## config.mk

```make
export PLATFORM = sky130hd
export DESIGN_NAME = srsv_core
export DESIGN_NICKNAME = d
export VERILOG_FILES = /design/src/core/srsv_pkg.sv /design/src/core/srsv_core.sv
export SDC_FILE = /design/constraint.sdc
export NUM_CORES = 1
export LEC_CHECK = 0
export BUFFER_PORTS_ARGS = -buffer_cell sky130_fd_sc_hd__buf_4
export CORE_UTILIZATION = 45
export CTS_CLUSTER_SIZE = 24
export DETAILED_ROUTE_END_ITERATION = 6
export GPL_TIMING_DRIVEN = 0
export MAX_ROUTING_LAYER = met4
export PLACE_DENSITY = 0.7
export RECOVER_POWER = 25
export SLEW_MARGIN = 20
export SYNTH_ARGS = -nofsm -noshare
export SYNTH_HDL_FRONTEND = slang
export SYNTH_SLANG_ARGS = --single-unit
```

## constraint.sdc

```tcl
create_clock -name aclk -period 3.01 [get_ports aclk]
set_clock_uncertainty 0.05 [all_clocks]
set_input_delay 0 -clock aclk [delete_from_list [all_inputs] [get_ports aclk]]
set_output_delay 0 -clock aclk [all_outputs]
set_load 0.01 [all_outputs]
```

## src/core/srsv_pkg.sv

```systemverilog
package srsv_pkg;

    // register byte offsets on the AXI4-Lite port
    localparam logic [7:0] OFF_RX_STATUS = 8'h00;
    localparam logic [7:0] OFF_RX_DATA = 8'h04;
    localparam logic [7:0] OFF_VEC_READ = 8'h08;
    localparam logic [7:0] OFF_VEC_CTRL = 8'h0C;
    localparam logic [7:0] OFF_CONFIG = 8'h10;
    localparam logic [7:0] OFF_COMMAND = 8'h14;
    localparam logic [7:0] OFF_FILL = 8'h18;

    // reset values
    localparam logic [7:0] VEC_CTRL_RST = 8'h00;
    localparam logic [11:0] CONFIG_RST = 12'h000;

    // config field positions
    localparam int CFG_MODE_LO = 0;
    localparam int CFG_LEN_LO = 2;
    localparam int CFG_PAR_EN = 4;
    localparam int CFG_PAR_ODD = 5;
    localparam int CFG_PAR_SPECIAL = 6;
    localparam int CFG_RX_INT_EN = 7;
    localparam int CFG_COND_VEC = 8;
    localparam int CFG_VEC_LOW = 9;
    localparam int CFG_RX_EN = 10;
    // command bit: error reset
    localparam int CMD_ERR_RESET = 0;

    // status byte bit positions
    localparam int ST_ALL_SENT = 0;
    localparam int ST_RES_LO = 1;
    localparam int ST_PARITY = 4;
    localparam int ST_OVERRUN = 5;
    localparam int ST_CRC_FRAME = 6;
    localparam int ST_END_FRAME = 7;

    // vector condition codes, channel B and idle
    localparam logic [2:0] VC_NONE = 3'h7;
    localparam logic [2:0] VC_RX_AVAIL = 3'h2;
    localparam logic [2:0] VC_SPECIAL = 3'h3;

    // axi responses
    localparam logic [1:0] RESP_OKAY = 2'h0;
    localparam logic [1:0] RESP_DECERR = 2'h3;

    typedef enum logic [1:0] {
        MODE_ASYNC = 2'h0,
        MODE_SYNC = 2'h1,
        MODE_SDLC = 2'h2
    } srsv_mode_e;

    // one character from the synchronous / sdlc framer
    typedef struct packed {
        logic valid;
        logic [7:0] data;
        logic parity_err;
        logic crc_err;
        logic end_frame;
        logic [2:0] residue_row;
    } srsv_sync_char_s;

    // one buffered character with its own status
    typedef struct packed {
        logic [7:0] data;
        logic crc_frame;
        logic end_frame;
        logic [2:0] residue;
    } srsv_entry_s;

endpackage : srsv_pkg

```

## src/core/srsv_core.sv

```systemverilog
`timescale 1ns/1ps
module srsv_core #(
    parameter int CLKS_PER_BIT = 16,
    parameter int DEPTH = 3
) (
    // clock and reset
    input wire logic aclk,
    input wire logic aresetn,
    // axi4-lite write
    input wire logic [7:0] s_axi_awaddr,
    input wire logic s_axi_awvalid,
    output logic s_axi_awready,
    input wire logic [31:0] s_axi_wdata,
    input wire logic [3:0] s_axi_wstrb,
    input wire logic s_axi_wvalid,
    output logic s_axi_wready,
    output logic [1:0] s_axi_bresp,
    output logic s_axi_bvalid,
    input wire logic s_axi_bready,
    // axi4-lite read
    input wire logic [7:0] s_axi_araddr,
    input wire logic s_axi_arvalid,
    output logic s_axi_arready,
    output logic [31:0] s_axi_rdata,
    output logic [1:0] s_axi_rresp,
    output logic s_axi_rvalid,
    input wire logic s_axi_rready,
    // line side
    input wire logic rxd,
    input wire srsv_pkg::srsv_sync_char_s sync_char,
    // transmitter state
    input wire logic tx_buffer_full,
    input wire logic tx_shift_busy,
    // condition requests
    output logic special_irq,
    output logic rx_avail_irq
);

    localparam int HALF_BIT = (CLKS_PER_BIT / 2 > 0) ? CLKS_PER_BIT / 2 : 1;

    typedef enum logic [2:0] {
        RX_IDLE = 3'h0,
        RX_START = 3'h1,
        RX_DATA = 3'h3,
        RX_PARITY = 3'h2,
        RX_STOP = 3'h6,
        RX_HOLD = 3'h7
    } srsv_rx_state_e;

    // residue row to code, one table per character length
    function automatic logic [2:0] residue_code(input logic [1:0] len, input logic [2:0] row);
        logic [23:0] tbl;
        tbl = 24'h000000;
        case (len)
            2'h3: tbl = {3'h0, 3'h7, 3'h3, 3'h5, 3'h1, 3'h6, 3'h2, 3'h4};
            2'h2: tbl = {3'h0, 3'h0, 3'h3, 3'h5, 3'h1, 3'h6, 3'h2, 3'h4};
            2'h1: tbl = {3'h0, 3'h0, 3'h0, 3'h5, 3'h1, 3'h6, 3'h2, 3'h4};
            default: tbl = {3'h0, 3'h0, 3'h0, 3'h0, 3'h1, 3'h6, 3'h2, 3'h4};
        endcase
        residue_code = tbl[row*3 +: 3];
    endfunction : residue_code

    // parity of the low data bits for the chosen length
    function automatic logic data_parity(input logic [7:0] d, input logic [1:0] len);
        logic [7:0] mask;
        mask = 8'hFF >> (3'h3 - {1'b0, len});
        data_parity = ^(d & mask);
    endfunction : data_parity

    logic [7:0] vec_ctrl_reg;
    logic [11:0] config_reg;
    srsv_pkg::srsv_entry_s mem_reg [DEPTH];
    logic [1:0] count_reg;
    logic parity_err_reg;
    logic overrun_reg;
    logic special_reg;
    srsv_rx_state_e rx_state_reg;
    logic [15:0] rx_cnt_reg;
    logic [2:0] rx_bit_reg;
    logic [7:0] rx_shift_reg;
    logic rx_par_reg;
    logic [7:0] awaddr_reg;
    logic aw_held_reg;
    logic [31:0] wdata_reg;
    logic [3:0] wstrb_reg;
    logic w_held_reg;

    srsv_pkg::srsv_mode_e mode;
    logic [1:0] char_len;
    logic async_mode;
    logic sdlc_mode;
    logic par_en;
    logic err_reset;
    logic pop;
    logic push;
    srsv_pkg::srsv_entry_s push_entry;
    logic push_par_err;
    logic push_special;
    logic fe_detect;
    logic async_push;
    logic [7:0] status_byte;
    logic [7:0] vector_byte;
    logic [2:0] cond_code;
    logic do_write;
    logic [7:0] rd_addr;

    assign mode = srsv_pkg::srsv_mode_e'(config_reg[srsv_pkg::CFG_MODE_LO +: 2]);
    assign char_len = config_reg[srsv_pkg::CFG_LEN_LO +: 2];
    assign async_mode = (mode == srsv_pkg::MODE_ASYNC);
    assign sdlc_mode = (mode == srsv_pkg::MODE_SDLC);
    assign par_en = config_reg[srsv_pkg::CFG_PAR_EN];

    // axi write: address and data taken in either order
    assign s_axi_awready = !aw_held_reg && !s_axi_bvalid;
    assign s_axi_wready = !w_held_reg && !s_axi_bvalid;
    assign do_write = aw_held_reg && w_held_reg && !s_axi_bvalid;

    always_ff @(posedge aclk) begin
        if (!aresetn) begin
            aw_held_reg <= 1'b0;
            w_held_reg <= 1'b0;
            awaddr_reg <= 8'h00;
            wdata_reg <= 32'h00000000;
            wstrb_reg <= 4'h0;
            s_axi_bvalid <= 1'b0;
            s_axi_bresp <= srsv_pkg::RESP_OKAY;
        end else begin
            if (s_axi_awvalid && s_axi_awready) begin
                aw_held_reg <= 1'b1;
                awaddr_reg <= s_axi_awaddr;
            end
            if (s_axi_wvalid && s_axi_wready) begin
                w_held_reg <= 1'b1;
                wdata_reg <= s_axi_wdata;
                wstrb_reg <= s_axi_wstrb;
            end
            if (do_write) begin
                aw_held_reg <= 1'b0;
                w_held_reg <= 1'b0;
                s_axi_bvalid <= 1'b1;
                if (awaddr_reg == srsv_pkg::OFF_VEC_CTRL || awaddr_reg == srsv_pkg::OFF_CONFIG
                    || awaddr_reg == srsv_pkg::OFF_COMMAND) begin
                    s_axi_bresp <= srsv_pkg::RESP_OKAY;
                end else begin
                    s_axi_bresp <= srsv_pkg::RESP_DECERR;
                end
            end else if (s_axi_bready) begin
                s_axi_bvalid <= 1'b0;
            end
        end
    end

    // programmed registers; writes to read-only words are dropped
    always_ff @(posedge aclk) begin
        if (!aresetn) begin
            vec_ctrl_reg <= srsv_pkg::VEC_CTRL_RST;
            config_reg <= srsv_pkg::CONFIG_RST;
        end else if (do_write) begin
            if (awaddr_reg == srsv_pkg::OFF_VEC_CTRL && wstrb_reg[0]) begin
                vec_ctrl_reg <= wdata_reg[7:0];
            end else if (awaddr_reg == srsv_pkg::OFF_CONFIG) begin
                if (wstrb_reg[0]) begin
                    config_reg[7:0] <= wdata_reg[7:0];
                end
                if (wstrb_reg[1]) begin
                    config_reg[11:8] <= wdata_reg[11:8];
                end
            end
        end
    end

    // error reset is a one-cycle command strobe
    assign err_reset = do_write && awaddr_reg == srsv_pkg::OFF_COMMAND && wstrb_reg[0]
        && wdata_reg[srsv_pkg::CMD_ERR_RESET];

    // axi read; reading the data word advances the buffer
    assign s_axi_arready = !s_axi_rvalid;
    assign rd_addr = s_axi_araddr;
    assign pop = s_axi_arvalid && s_axi_arready && rd_addr == srsv_pkg::OFF_RX_DATA;

    always_ff @(posedge aclk) begin
        if (!aresetn) begin
            s_axi_rvalid <= 1'b0;
            s_axi_rdata <= 32'h00000000;
            s_axi_rresp <= srsv_pkg::RESP_OKAY;
        end else if (s_axi_arvalid && s_axi_arready) begin
            s_axi_rvalid <= 1'b1;
            s_axi_rresp <= srsv_pkg::RESP_OKAY;
            if (rd_addr == srsv_pkg::OFF_RX_STATUS) begin
                s_axi_rdata <= {24'h000000, status_byte};
            end else if (rd_addr == srsv_pkg::OFF_RX_DATA) begin
                s_axi_rdata <= {24'h000000, mem_reg[0].data};
            end else if (rd_addr == srsv_pkg::OFF_VEC_READ) begin
                s_axi_rdata <= {24'h000000, vector_byte};
            end else if (rd_addr == srsv_pkg::OFF_VEC_CTRL) begin
                s_axi_rdata <= {24'h000000, vec_ctrl_reg};
            end else if (rd_addr == srsv_pkg::OFF_CONFIG) begin
                s_axi_rdata <= {20'h00000, config_reg};
            end else if (rd_addr == srsv_pkg::OFF_FILL) begin
                s_axi_rdata <= {29'h00000000, special_reg, count_reg};
            end else begin
                s_axi_rdata <= 32'h00000000;
                s_axi_rresp <= srsv_pkg::RESP_DECERR;
            end
        end else if (s_axi_rready) begin
            s_axi_rvalid <= 1'b0;
        end
    end

    // async receiver: centre sampling at half-bit offset
    always_ff @(posedge aclk) begin
        if (!aresetn) begin
            rx_state_reg <= RX_IDLE;
            rx_cnt_reg <= 16'h0000;
            rx_bit_reg <= 3'h0;
            rx_shift_reg <= 8'h00;
            rx_par_reg <= 1'b0;
        end else if (!async_mode || !config_reg[srsv_pkg::CFG_RX_EN]) begin
            rx_state_reg <= RX_IDLE;
        end else if (rx_state_reg != RX_IDLE && rx_cnt_reg != 16'h0000) begin
            rx_cnt_reg <= rx_cnt_reg - 16'h0001;
        end else begin
            case (rx_state_reg)
                RX_IDLE: begin
                    if (!rxd) begin
                        rx_state_reg <= RX_START;
                        rx_cnt_reg <= 16'(HALF_BIT - 1);
                    end
                end
                RX_START: begin
                    // a glitch shorter than half a bit is not a start
                    rx_state_reg <= rxd ? RX_IDLE : RX_DATA;
                    rx_cnt_reg <= 16'(CLKS_PER_BIT - 1);
                    rx_bit_reg <= 3'h0;
                    rx_shift_reg <= 8'h00;
                end
                RX_DATA: begin
                    rx_shift_reg[rx_bit_reg] <= rxd;
                    rx_bit_reg <= rx_bit_reg + 3'h1;
                    rx_cnt_reg <= 16'(CLKS_PER_BIT - 1);
                    if (rx_bit_reg == 3'h4 + {1'b0, char_len}) begin
                        rx_state_reg <= par_en ? RX_PARITY : RX_STOP;
                    end
                end
                RX_PARITY: begin
                    rx_par_reg <= rxd;
                    rx_cnt_reg <= 16'(CLKS_PER_BIT - 1);
                    rx_state_reg <= RX_STOP;
                end
                RX_STOP: begin
                    if (!rxd) begin
                        rx_state_reg <= RX_HOLD;
                        rx_cnt_reg <= 16'(HALF_BIT - 1);
                    end else begin
                        rx_state_reg <= RX_IDLE;
                    end
                end
                default: begin
                    rx_state_reg <= RX_IDLE;
                end
            endcase
        end
    end

    assign async_push = rx_state_reg == RX_STOP && rx_cnt_reg == 16'h0000 && async_mode
        && config_reg[srsv_pkg::CFG_RX_EN];
    assign fe_detect = async_push && !rxd;

    // merge async and framer characters into one push
    always_comb begin
        push_entry = '0;
        push_par_err = 1'b0;
        if (async_mode) begin
            push = async_push;
            push_entry.data = rx_shift_reg;
            push_entry.crc_frame = !rxd;
            push_par_err = par_en
                && (data_parity(rx_shift_reg, char_len) ^ rx_par_reg) != config_reg[srsv_pkg::CFG_PAR_ODD];
        end else begin
            push = sync_char.valid;
            push_entry.data = sync_char.data;
            push_entry.crc_frame = sync_char.crc_err;
            push_entry.end_frame = sdlc_mode && sync_char.end_frame;
            push_entry.residue = sdlc_mode && sync_char.end_frame
                ? residue_code(char_len, sync_char.residue_row) : 3'h0;
            push_par_err = par_en && sync_char.parity_err;
        end
    end

    assign push_special = push && ((push_par_err && config_reg[srsv_pkg::CFG_PAR_SPECIAL])
        || count_reg == 2'(DEPTH) && !pop || (async_mode && push_entry.crc_frame)
        || push_entry.end_frame);

    always_ff @(posedge aclk) begin
        if (!aresetn) begin
            count_reg <= 2'h0;
            for (int i = 0; i < DEPTH; i++) begin
                mem_reg[i] <= '0;
            end
        end else begin
            // entry 0 keeps the last status after the buffer drains
            if (pop && count_reg > 2'h1) begin
                for (int i = 0; i < DEPTH - 1; i++) begin
                    mem_reg[i] <= mem_reg[i + 1];
                end
            end
            // error reset clears end of frame
            if (err_reset) begin
                for (int i = 0; i < DEPTH; i++) begin
                    mem_reg[i].end_frame <= 1'b0;
                end
            end
            if (push) begin
                if (count_reg == 2'(DEPTH) && !pop) begin
                    mem_reg[DEPTH - 1] <= push_entry;
                end else if (pop && count_reg != 2'h0) begin
                    mem_reg[count_reg - 2'h1] <= push_entry;
                end else begin
                    mem_reg[count_reg] <= push_entry;
                end
            end
            if (push && !(pop && count_reg != 2'h0) && count_reg != 2'(DEPTH)) begin
                count_reg <= count_reg + 2'h1;
            end else if (!push && pop && count_reg != 2'h0) begin
                count_reg <= count_reg - 2'h1;
            end
        end
    end

    // latched errors; a new error beats the reset
    always_ff @(posedge aclk) begin
        if (!aresetn) begin
            parity_err_reg <= 1'b0;
            overrun_reg <= 1'b0;
            special_reg <= 1'b0;
        end else begin
            if (err_reset) begin
                parity_err_reg <= 1'b0;
                overrun_reg <= 1'b0;
                special_reg <= 1'b0;
            end
            if (push && push_par_err) begin
                parity_err_reg <= 1'b1;
            end
            if (push && count_reg == 2'(DEPTH) && !pop) begin
                overrun_reg <= 1'b1;
            end
            if (push_special) begin
                special_reg <= 1'b1;
            end
        end
    end

    // status byte view of the head character
    always_comb begin
        status_byte = 8'h00;
        status_byte[srsv_pkg::ST_ALL_SENT] = !async_mode || !(tx_buffer_full || tx_shift_busy);
        status_byte[srsv_pkg::ST_RES_LO +: 3] = mem_reg[0].residue;
        status_byte[srsv_pkg::ST_PARITY] = parity_err_reg;
        status_byte[srsv_pkg::ST_OVERRUN] = overrun_reg;
        status_byte[srsv_pkg::ST_CRC_FRAME] = mem_reg[0].crc_frame;
        status_byte[srsv_pkg::ST_END_FRAME] = mem_reg[0].end_frame;
    end

    // requests gated by the receive interrupt enable
    assign special_irq = special_reg && config_reg[srsv_pkg::CFG_RX_INT_EN];
    assign rx_avail_irq = count_reg != 2'h0 && config_reg[srsv_pkg::CFG_RX_INT_EN];

    always_comb begin
        if (special_irq) begin
            cond_code = srsv_pkg::VC_SPECIAL;
        end else if (rx_avail_irq) begin
            cond_code = srsv_pkg::VC_RX_AVAIL;
        end else begin
            cond_code = srsv_pkg::VC_NONE;
        end
        vector_byte = vec_ctrl_reg;
        if (config_reg[srsv_pkg::CFG_COND_VEC]) begin
            if (config_reg[srsv_pkg::CFG_VEC_LOW]) begin
                vector_byte[2:0] = cond_code;
            end else begin
                vector_byte[4:2] = cond_code;
            end
        end
    end

    // checks
    property p_all_sent_sync;
        @(posedge aclk) disable iff (!aresetn)
        !async_mode |-> status_byte[0];
    endproperty
    a_all_sent_sync: assert property (p_all_sent_sync) else $error("all sent low in sync");

    property p_all_sent_async;
        @(posedge aclk) disable iff (!aresetn)
        async_mode && (tx_buffer_full || tx_shift_busy) |-> !status_byte[0];
    endproperty
    a_all_sent_async: assert property (p_all_sent_async) else $error("all sent with busy tx");

    property p_overrun_set;
        @(posedge aclk) disable iff (!aresetn)
        push && !pop && count_reg == 2'(DEPTH) |=> overrun_reg && count_reg == 2'(DEPTH);
    endproperty
    a_overrun_set: assert property (p_overrun_set) else $error("overrun not latched");

    property p_overrun_hold;
        @(posedge aclk) disable iff (!aresetn)
        overrun_reg && !err_reset |=> overrun_reg;
    endproperty
    a_overrun_hold: assert property (p_overrun_hold) else $error("overrun dropped");

    property p_hold_after_fe;
        @(posedge aclk) disable iff (!aresetn)
        fe_detect |=> rx_state_reg == RX_HOLD && rx_cnt_reg == 16'(HALF_BIT - 1);
    endproperty
    a_hold_after_fe: assert property (p_hold_after_fe) else $error("no half bit hold");

    property p_crc_no_special;
        @(posedge aclk) disable iff (!aresetn)
        !async_mode && push && !push_entry.end_frame && !push_par_err && count_reg == 2'h0
            && !special_reg |=> !special_reg;
    endproperty
    a_crc_no_special: assert property (p_crc_no_special) else $error("crc raised special");

    property p_vector_plain;
        @(posedge aclk) disable iff (!aresetn)
        !config_reg[srsv_pkg::CFG_COND_VEC] |-> vector_byte == vec_ctrl_reg;
    endproperty
    a_vector_plain: assert property (p_vector_plain) else $error("vector altered");

    property p_vector_special;
        @(posedge aclk) disable iff (!aresetn)
        config_reg[srsv_pkg::CFG_COND_VEC] && !config_reg[srsv_pkg::CFG_VEC_LOW] && special_irq
            |-> vector_byte[4:2] == srsv_pkg::VC_SPECIAL;
    endproperty
    a_vector_special: assert property (p_vector_special) else $error("special code wrong");

    property p_eof_clear;
        @(posedge aclk) disable iff (!aresetn)
        err_reset && !push |=> !status_byte[srsv_pkg::ST_END_FRAME];
    endproperty
    a_eof_clear: assert property (p_eof_clear) else $error("end frame kept");

    c_overrun: cover property (@(posedge aclk) disable iff (!aresetn) $rose(overrun_reg));
    c_framing: cover property (@(posedge aclk) disable iff (!aresetn) fe_detect);
    c_end_frame: cover property (@(posedge aclk) disable iff (!aresetn)
        push && push_entry.end_frame);

endmodule : srsv_core

```

==> impl_metrics.toml, run 1 <==
[routing]
drt-initial-drc-count = 528
vias_per_cell = 5.54
route.vias.total = 6252
wl_mm = 17.9
drtAntennaViolNets = 0
first_pass_iters = 7
avgRoutedWirePerCell_um = 15.8
drc = 19

[layout]
multi_input_area_mm2 = 0.00348
drive_gt1_share_pct = 14.5
nNetsFinal = 1016
area_growth_pct = 26.1
final_cells = 1129
regArea_mm2 = 0.00309
antenna_cells = 0
largest_reg_flops = 39
nFillCells = 1323

[cts]
clockBufferDepth = 2
cts_tree = "done"
cts_sinks = 135
numCtsBuffers = 17
clk_pin_slew_ps = 60
htreeDepth = 4
cts-root-buf = "clkbuf_16"
worstSkewPairLatency_ps = 420

[floorplan]
die_w_um = 125
ios = 120
coreArea_mm2 = 0.0147
initial_utilization_pct = 46.6
die_height_um = 125
rows = 44
die-area_mm2 = 0.0157

[logic_synthesis]
synthCells = 783
syn_area_mm2 = 0.00685
synth_cell_types = 70
ys_async_sr_fraction_pct = 0
yosys_warnings = 0
ys_ff_latch = 135
synth-edff-count = 39
synth_ff_type = "dfxtp_1"
synth_top_area_cell = "dfxtp_1"
ys_seq_area_share_pct = 45.1
synth.top_cells.by_count = "dfxtp_1 (96), nand2_1 (92), nor2_1 (76), a21oi_1 (61), o21ai_0 (53)"
synth_top_area_share_pct = 28.0
synth_area_per_cell_um2 = 8.75
synthTopCellsByArea = "dfxtp_1 (28%), edfxtp_1 (17%), nand2_1 (5.0%)"
synth.most_common_cell = "dfxtp_1"

[timing]
tightest_slew_ps = 949
hold_violations = 0
fmax_mhz = 355
rsz0062_at_grt = "false"
maxSlewHeadroom_pct = 35.8
slew_violations = 0
finalCritPeriodShare_pct = 93.6
fin_hold_ws_ps = 29.7
setup_tns_ps = 0
fin_crit_ps = 2820
finalSetupViolations = 0

[global_routing]
grt_start_max_net_pins = 17
grt-ovfl-total = 0
grtUsageTotal_pct = 24.2
grt_pass1_vias = 5767
grt_pass1_wl_mm = 29.0
antenna_found_initial = 0

[setup_path]
worstPathArrival_ps = 2870
crit_required_ps = 3060
path_class = "reg -> reg"
worstSetupEndpoint = "mem_reg[1][12]"
worstPathMaxFanout = 12
worst_setup_path_end_kind = "flip-flop"
worst_setup_path_start_kind = "flip-flop"
r2r-start = "count_reg[1]"
cp-startpoint = "count_reg[1]"
r2r-end = "mem_reg[1][12]"
r2r_slack_ps = 190
worst-r2r-cell-count = 8

[run_status]
status = "complete, but fails checks"
failed_checks = "DRC"

[job]
maxCapViolCount = 0

[place]
routabilityCongestion = 0.951
placed_cells = 1059
io_buffers = 73
hpwl_mm = 12.9

[power_and_ir_drop]
powerDensity_mw_per_mm2 = 502
power.leakage_nw = 3.23
power_mw = 4.34
vdd_drop_max_uv = 396

[hold_path]
hold_path.class = "in -> reg"
## power breakdown
part / total [mW] / switching (mW) / internal (mW)
Clock: 2.06 / 0.781 / 1.28
Combinational: 0.331 / 0.179 / 0.152
Sequential: 1.95 / 0.0307 / 1.92
Total: 4.34 / 0.991 / 3.35
## cell families after synthesis
kind of cell | synth area share (%)
buf+inv | 5.73
xor+xnor | 2.81
fa+ha+maj | 1.28
other cells | 0.0547
mux | 4.13
flops | 45.1
compound gates | 17.4
simple gates | 23.5
## cells in the final DEF, fill, tap and decap left out, types with 4 or more instances in the layout
cell type,netlist,final
clkbuf_16,0,19
dfxtp_1,96,95
a221oi_1,7,7
conb_1,1,20
a32o_1,4,4
buf_2,5,4
nor3b_1,6,6
o2bb2ai_1,5,5
o21ai_1,3,4
inv_1,14,14
edfxtp_1,39,39
nand2_1,92,90
ha_1,7,6
or2_2,7,7
nor2_1,76,76
a211oi_1,5,5
or4_1,6,6
a32oi_1,4,4
a22oi_1,9,9
nor3_1,19,19
dlygate4sd3_1,0,38
xor2_1,10,10
nor4_1,4,4
a21oi_1,61,61
clkbuf_1,32,55
a31oi_1,9,9
nand2b_1,5,5
mux2i_1,26,26
nand3b_1,5,5
nor2b_1,14,14
xnor2_1,12,12
clkinv_2,0,4
o21ai_0,53,52
buf_4,24,76
and2_1,6,4
o211ai_1,5,5
and3_1,6,6
nand4_1,7,7
nand3_1,46,44
## layer usage
metal  up-vias  global-route usage (%)  routed length, um
met4         0                    8.61                401
met1      2889                    30.4               7960
li1       3094                       -                  -
met5         -                       -                  0
met2       234                    38.3               8200
met3        35                    5.48               1310
## layout make-up
type                    instances  area share (%)
multi-input cells             588            40.2
flip-flops and latches        135            35.8
repair buffers                111            9.87
clock buffers                  22            5.86
plain buffers                  64            3.88
well taps                     184            2.66
clock inverters                10            1.04
inverters                      15           0.651
## critical path: stages (launching register included)
cell and delay (ps):
dfxtp_1 400, inv_1 140, ha_2 260, or4bb_1 550, o311ai_1 240, o21ai_0 230, nand2_2 220, buf_2 230
nand3_4 190
## stage by stage
stage / util, % / setup WS [ps] / instance area (um2)
2_1_floorplan: - / 159 / 6930
3_3_place_gp: 52.4 / -269 / 7700
3_5_place_dp: 52.4 / -321 / 7700
4_1_cts: 59.2 / -3.13 / 8690
5_1_grt: 58.8 / 51.4 / 8640
6_report: 58.8 / 192 / 8640
## how the worst min path moves through the flow
stage                               start              to  cells after the start
after floorplan              s_axi_rready    s_axi_rvalid                      1
after global routing      s_axi_araddr[6]  s_axi_rdata[0]                      4
after CTS                   s_axi_awvalid   awaddr_reg[3]                      4
after detailed placement     s_axi_rready    s_axi_rvalid                      2
final                     s_axi_araddr[6]  s_axi_rdata[0]                      4
after global placement       s_axi_rready    s_axi_rvalid                      2
## timing repair
| action | CTS | global route |
|---|---|---|
| hold buffers | 38 | 0 |
| endpoints found under the setup margin | 36 | 36 |
| pin swaps | 0 | 1 |
| cloned | 0 | 0 |
| gates resized for setup | 4 | 6 |
| endpoints found under the hold margin | 41 | 0 |
| buffers inserted | 0 | 0 |
Note: power is estimated with default switching activity, not from simulation.
==> run 2: changes to the inputs <==
--- a/config.mk
+++ b/config.mk
@@ -5,13 +5,14 @@
 export SDC_FILE = /design/constraint.sdc
 export NUM_CORES = 1
 export LEC_CHECK = 0
+export ABC_AREA = 1
 export BUFFER_PORTS_ARGS = -buffer_cell sky130_fd_sc_hd__buf_4
 export CORE_UTILIZATION = 45
 export CTS_CLUSTER_SIZE = 24
 export DETAILED_ROUTE_END_ITERATION = 6
 export GPL_TIMING_DRIVEN = 0
 export MAX_ROUTING_LAYER = met4
-export PLACE_DENSITY = 0.7
+export PLACE_DENSITY = 0.69
 export RECOVER_POWER = 25
 export SLEW_MARGIN = 20
 export SYNTH_ARGS = -nofsm -noshare
==> run 2 against run 1 <==
Net effect:
- the flow now finishes without violations
- sequential power about the same
- highest routed layer unchanged
- sequential share of layout area decreased by 2.6 points
- combinational power increased by 6.3%
- critical endpoint is now mem_reg[0][9]
- critical path type unchanged
- sequential cell count unchanged
- wire length increased by 11%
- global-route usage increased by 0.14 points
- critical path depth increased by 3
- final cell count increased by 23%
==> impl_metrics.toml, run 2 <==
[logic_synthesis]
synth-compound-area-share_pct = 14.2
synth_area_per_cell_um2 = 7.50
synthAdderAreaFrac_pct = 1.15
synth_top_area_cell = "dfxtp_1"
ys_seq_area_share_pct = 40.5
synth_ff_type = "dfxtp_1"
synth.most_common_cell = "nand2_1"
synth_top_family_by_area = "simple AND/OR/NAND/NOR gates"
ys_async_sr_fraction_pct = 0
synth_xor_area_share_pct = 2.64
synthTopCellsByArea = "dfxtp_1 (25%), edfxtp_1 (15%), nand2_1 (9.3%)"
synth_simple_gate_area_share_pct = 30.9
synthCells = 1017
syn_area_mm2 = 0.00763
ys_ff_latch = 135
synth_cell_types = 49
synth_top_area_share_pct = 25.2
synth-edff-count = 39
synthMuxAreaShare_pct = 0.131
yosys_warnings = 0
synth.top_cells.by_count = "nand2_1 (189), nor2_1 (120), dfxtp_1 (96), inv_1 (95), a21oi_1 (81)"

[run_status]
status = "finished clean"

[layout]
nNetsFinal = 1241
multi_input_area_mm2 = 0.00381
regArea_mm2 = 0.00309
area_growth_pct = 22.0
nFillCells = 1557
finish.instance_area_mm2 = 0.00931
largest_reg_flops = 39
drive_gt1_share_pct = 16.5
final_common_cell = "nand2_1"
antenna_cells = 0
mostFrequentLayoutCells = "nand2_1 (189), nor2_1 (120), inv_1 (97)"
final_cells = 1390

[cts]
worstSkewPairLatency_ps = 420
clockBufferDepth = 2
htreeDepth = 4
clk_pin_slew_ps = 60
numCtsBuffers = 17
cts_tree = "done"
cts_sinks = 135
cts-root-buf = "clkbuf_16"

[routing]
route.vias.total = 7049
drtAntennaViolNets = 0
drc = 0
first_pass_iters = 5
vias_per_cell = 5.07
drt-initial-drc-count = 497
wl_mm = 19.8
avgRoutedWirePerCell_um = 14.3

[timing]
finalCritPeriodShare_pct = 88.3
hold_violations = 0
rsz0062_at_grt = "false"
setup_tns_ps = 0
slew_violations = 0
fmax_mhz = 376
fin_hold_ws_ps = 4.62
maxSlewHeadroom_pct = 44.4
fin_crit_ps = 2660
finalSetupViolations = 0
worst_slack_ps = 352
tightest_slew_ps = 834

[floorplan]
die_height_um = 132
ios = 120
initial_utilization_pct = 46.0
die_w_um = 132
coreArea_mm2 = 0.0166
rows = 47
die-area_mm2 = 0.0175

[global_routing]
grt_pass1_wl_mm = 32.6
grt_start_max_net_pins = 17
antenna_found_initial = 0
grtUsageTotal_pct = 24.3
grt-ovfl-total = 0
grt_pass1_vias = 6593

[job]
maxCapViolCount = 0

[setup_path]
max_stage_delay_ps = 490
path_class = "reg -> reg"
cp.buffers_inverters = 4
worst_setup_path_start_kind = "flip-flop"
worstPathArrival_ps = 2620
worst_setup_path_end_kind = "flip-flop"
slowest_stage = "dfxtp_1"
path_cells = "inv_1 -> ha_1 -> inv_1 -> nand3_1 -> inv_1 -> nand3_1 -> nand2_1 -> nand2_2 -> nand2_4 -> buf_6 -> nand3_1"
worstPathMaxFanout = 12
cp_top_family = "simple AND/OR/NAND/NOR gates"
crit_required_ps = 2970

[place]
io_buffers = 75
dp_slack_ps = 189
hpwl_mm = 14.7
routabilityCongestion = 0.922
placed_area_mm2 = 0.00854
placed_cells = 1331

[power_and_ir_drop]
power.leakage_nw = 4.06
vdd_drop_max_uv = 442
powerDensity_mw_per_mm2 = 464

[hold_path]
hold_path.class = "in -> reg"
## run 2: cell types whose count changed after synthesis, sizes merged, moves of 20 or more
cell / delta
inv: +90
nor3: +21
a21boi: +22
nand2: +105
nor2: +57
o21ai: +21
mux2i: -25
a21oi: +20
nand3: +25
## run 2: what timing repair did
| action | CTS | global route |
|---|---|---|
| endpoints found under the hold margin | 26 | 0 |
| hold buffers | 27 | 0 |
| resized for setup | 0 | 1 |
| setup buffers | 0 | 0 |
| setup endpoints to repair | 0 | 12 |
## run 2: stage by stage
step | utilization, % | power (mW)
global placement | 51.5 | 2.33
CTS | 56.6 | 4.35
global route | 56.1 | 4.45
detailed placement | 51.5 | 2.33
floorplan | - | 2.19
finish | 56.1 | 4.32
## run 2: metal layers
layer / up-vias / global-route usage, % / part of all wire [%]
li1: 3610 / - / -
met1: 3203 / 31.5 / 45
met2: 214 / 38.8 / 47
met3: 22 / 4.31 / 6.2
met4: 0 / 7.22 / 1.6
met5: - / - / 0
## run 2: worst paths after layout
kind              cells after the start          start             to  slack, ps
hold / removal                        5  s_axi_awvalid  awaddr_reg[0]          5
setup / recovery                     11   count_reg[0]  mem_reg[0][9]        350
setup reg to reg                     11   count_reg[0]  mem_reg[0][9]        350
hold reg to reg                       2  wdata_reg[11]  wdata_reg[11]        410
## run 2: layout make-up
type / count / area share, %
flip-flops and latches: 135 / 33.2
clock buffers: 20 / 5.26
plain buffers: 64 / 4.30
clock inverters: 12 / 0.941
repair buffers: 102 / 8.11
inverters: 105 / 4.24
multi-input cells: 732 / 41.0
well taps: 220 / 2.96
## run 2: power breakdown
| part | total [mW] | switching, mW | internal, mW | leakage (nW) |
|---|---|---|---|---|
| clock | 2.01 | 0.827 | 1.18 | 0.280 |
| sequential | 1.96 | 0.0354 | 1.93 | 1.18 |
| combinational | 0.352 | 0.203 | 0.150 | 2.60 |
## run 2: cells by family (layout without fill, tap and decap cells)
kind of cell / count (synthesis) / in the layout
buffers and inverters: 169 / 303
other: 1 / 20
xor gates and xnor gates: 23 / 23
DFF: 135 / 135
and+or+nand+nor: 487 / 487
AOI/OAI and AO/OA: 194 / 194
muxes: 1 / 1
adders and majority gates: 7 / 7
## run 2: worst reg2reg max path: cells and delay by family, from the launching register on
kind / cells / cell delay (ps)
AND/OR/NAND/NOR: 6 / 910
flip-flops: 1 / 490
buffers and inverters: 4 / 560
adder cells (fa/ha/maj): 1 / 250
==> run 3: changes to the inputs <==
--- a/config.mk
+++ b/config.mk
@@ -7,6 +7,7 @@
 export LEC_CHECK = 0
 export ABC_AREA = 1
 export BUFFER_PORTS_ARGS = -buffer_cell sky130_fd_sc_hd__buf_4
+export CORE_ASPECT_RATIO = 0.9
 export CORE_UTILIZATION = 45
 export CTS_CLUSTER_SIZE = 24
 export DETAILED_ROUTE_END_ITERATION = 6
==> run 3 against run 2 <==
Net effect:
- the run now ends with DRC left
- via count shrank 0.14%
- register-to-register slack got worse by 140 ps
- global-route usage increased by 0.19 points
- worst setup slack got worse by 140 ps
- wire length rose by 0.98%
- critical path depth is 1 higher
- clock power up 10%
- utilization grew 1.2 points
- sequential cell count unchanged
- clock-buffer cell count up 1
- sequential share of layout area down 0.21 points
- critical endpoint is now mem_reg[2][5]
- largest cell class unchanged
==> impl_metrics.toml, run 3 (synthesis gave the netlist of run 2 again) <==
[floorplan]
die_w_um = 139
coreArea_mm2 = 0.0164
initial_utilization_pct = 46.7
die_height_um = 126
ios = 120
rows = 44
die-area_mm2 = 0.0175

[layout]
multi_input_area_mm2 = 0.00381
finish.instance_area_mm2 = 0.00937
nFillCells = 1522
final_common_cell = "nand2_1"
mostFrequentLayoutCells = "nand2_1 (189), nor2_1 (120), inv_1 (97)"
largest_reg_flops = 39
nNetsFinal = 1242
final_cells = 1378
utilization_pct = 57.3
antenna_cells = 0
regArea_mm2 = 0.00309
area_growth_pct = 22.8
drive_gt1_share_pct = 16.4

[timing]
fin_hold_ws_ps = 23.0
rsz0062_at_grt = "false"
worst_slack_ps = 215
maxSlewHeadroom_pct = 37.8
finalCritPeriodShare_pct = 92.9
fmax_mhz = 358
setup_tns_ps = 0
tightest_slew_ps = 927
slew_violations = 0
fin_crit_ps = 2790
hold_violations = 0
finalSetupViolations = 0

[power_and_ir_drop]
power.share.sequential_pct = 43.3
power.leakage_nw = 4.10
powerDensity_mw_per_mm2 = 484
switching_share_pct = 23.4
p_sw_mw = 1.06
intPower_mw = 3.47
vdd_drop_max_uv = 406
power_mw = 4.54
combPwrFrac_pct = 7.8
clockPowerShare_pct = 48.9

[cts]
cts_tree = "done"
htreeDepth = 4
cts.repair.resized = 0
cts_sinks = 135
worstSkewPairLatency_ps = 420
clk_pin_slew_ps = 60
clockBufferDepth = 2
numCtsBuffers = 17
cts-root-buf = "clkbuf_16"

[routing]
drt-initial-drc-count = 574
vias_per_cell = 5.11
wl_mm = 20.0
first_pass_iters = 7
route.vias.total = 7039
avgRoutedWirePerCell_um = 14.5
drtAntennaViolNets = 0
drc = 8

[setup_path]
worst_setup_path_end_kind = "flip-flop"
cp_top_family = "simple AND/OR/NAND/NOR gates"
path_class = "reg -> reg"
slowest_stage = "o21ai_1"
worst_setup_path_start_kind = "flip-flop"
cp.buffers_inverters = 3
max_stage_delay_ps = 760
r2r_slack_ps = 220
worstPathMaxFanout = 12
worstPathArrival_ps = 2790
worst-r2r-cell-count = 12
path_cells = "inv_1 -> ha_1 -> inv_1 -> nor2_1 -> nand3_1 -> nor2_2 -> nand3_2 -> nand2_4 -> inv_2 -> nor2_2 -> nand3_2 -> o21ai_1"
path_depth = 12
crit_required_ps = 3010

[global_routing]
grt_pass1_wl_mm = 32.3
grtUsageTotal_pct = 24.5
antenna_found_initial = 0
grt_start_max_net_pins = 17
grt-ovfl-total = 0
grt_pass1_vias = 6460

[run_status]
status = "complete, but fails checks"
failed_checks = "DRC"

[hold_path]
hold_path.class = "in -> reg"
hold_depth = 5

[place]
placed_cells = 1318
placed_area_mm2 = 0.00852
io_buffers = 75
dp_slack_ps = 208
hpwl_mm = 14.8
routabilityCongestion = 0.929

[job]
maxCapViolCount = 0
## run 3: cell types whose count changed in the layout (fill, tap and decap cells not counted)
cell and change:
bufinv_16 +2, clkbuf_16 +1, dlygate4sd3_1 +1, clkinv_4 +4, inv_6 -3, o21ai_2 -1
clkinvlp_4 -2, o21ai_1 +1, clkinv_2 -2
## run 3: layout make-up
cell class	instances	share of cell area [%]
Tap cell	207	2.77
Inverter	105	4.21
Multi-Input combinational cell	732	40.7
Clock inverter	11	1.40
Buffer	64	4.28
Clock buffer	21	5.49
Timing Repair Buffer	103	8.16
Sequential cell	135	33.0
## run 3: power by group through the flow
stage | registers (mW) | clock network [mW] | logic (mW)
floorplan | 1.99 | 0 | 0.192
global placement | 2.00 | 0 | 0.326
detailed placement | 2.00 | 0 | 0.328
CTS | 1.96 | 2.24 | 0.359
global route | 1.97 | 2.34 | 0.389
finish | 1.96 | 2.22 | 0.353
## run 3: worst register-to-register path: stages, from the launching register on
cell	delay, ps
dfxtp_1	350
inv_1	110
ha_1	150
inv_1	40
nor2_1	100
nand3_1	100
nor2_2	130
nand3_2	120
nand2_4	160
inv_2	60
nor2_2	120
nand3_2	160
o21ai_1	760
## run 3: final timing paths
| check | end | start |
|---|---|---|
| hold reg to reg | rx_par_reg | rx_par_reg |
| setup reg to reg | mem_reg[2][5] | rx_cnt_reg[0] |
| hold / removal | s_axi_rdata[6] | s_axi_arvalid |
| setup / recovery | mem_reg[2][5] | rx_cnt_reg[0] |
## run 3: layer usage
metal  global-route usage (%)  part of all wire (%)
met5                        -                     0
met2                     37.7                    45
met1                     31.7                    46
met4                     7.58                   1.8
met3                     6.13                   7.1
## run 3: what timing repair did
action | in CTS | in global routing
endpoints found under the hold margin | 29 | 0
setup buffers | 0 | 0
hold buffers | 28 | 0
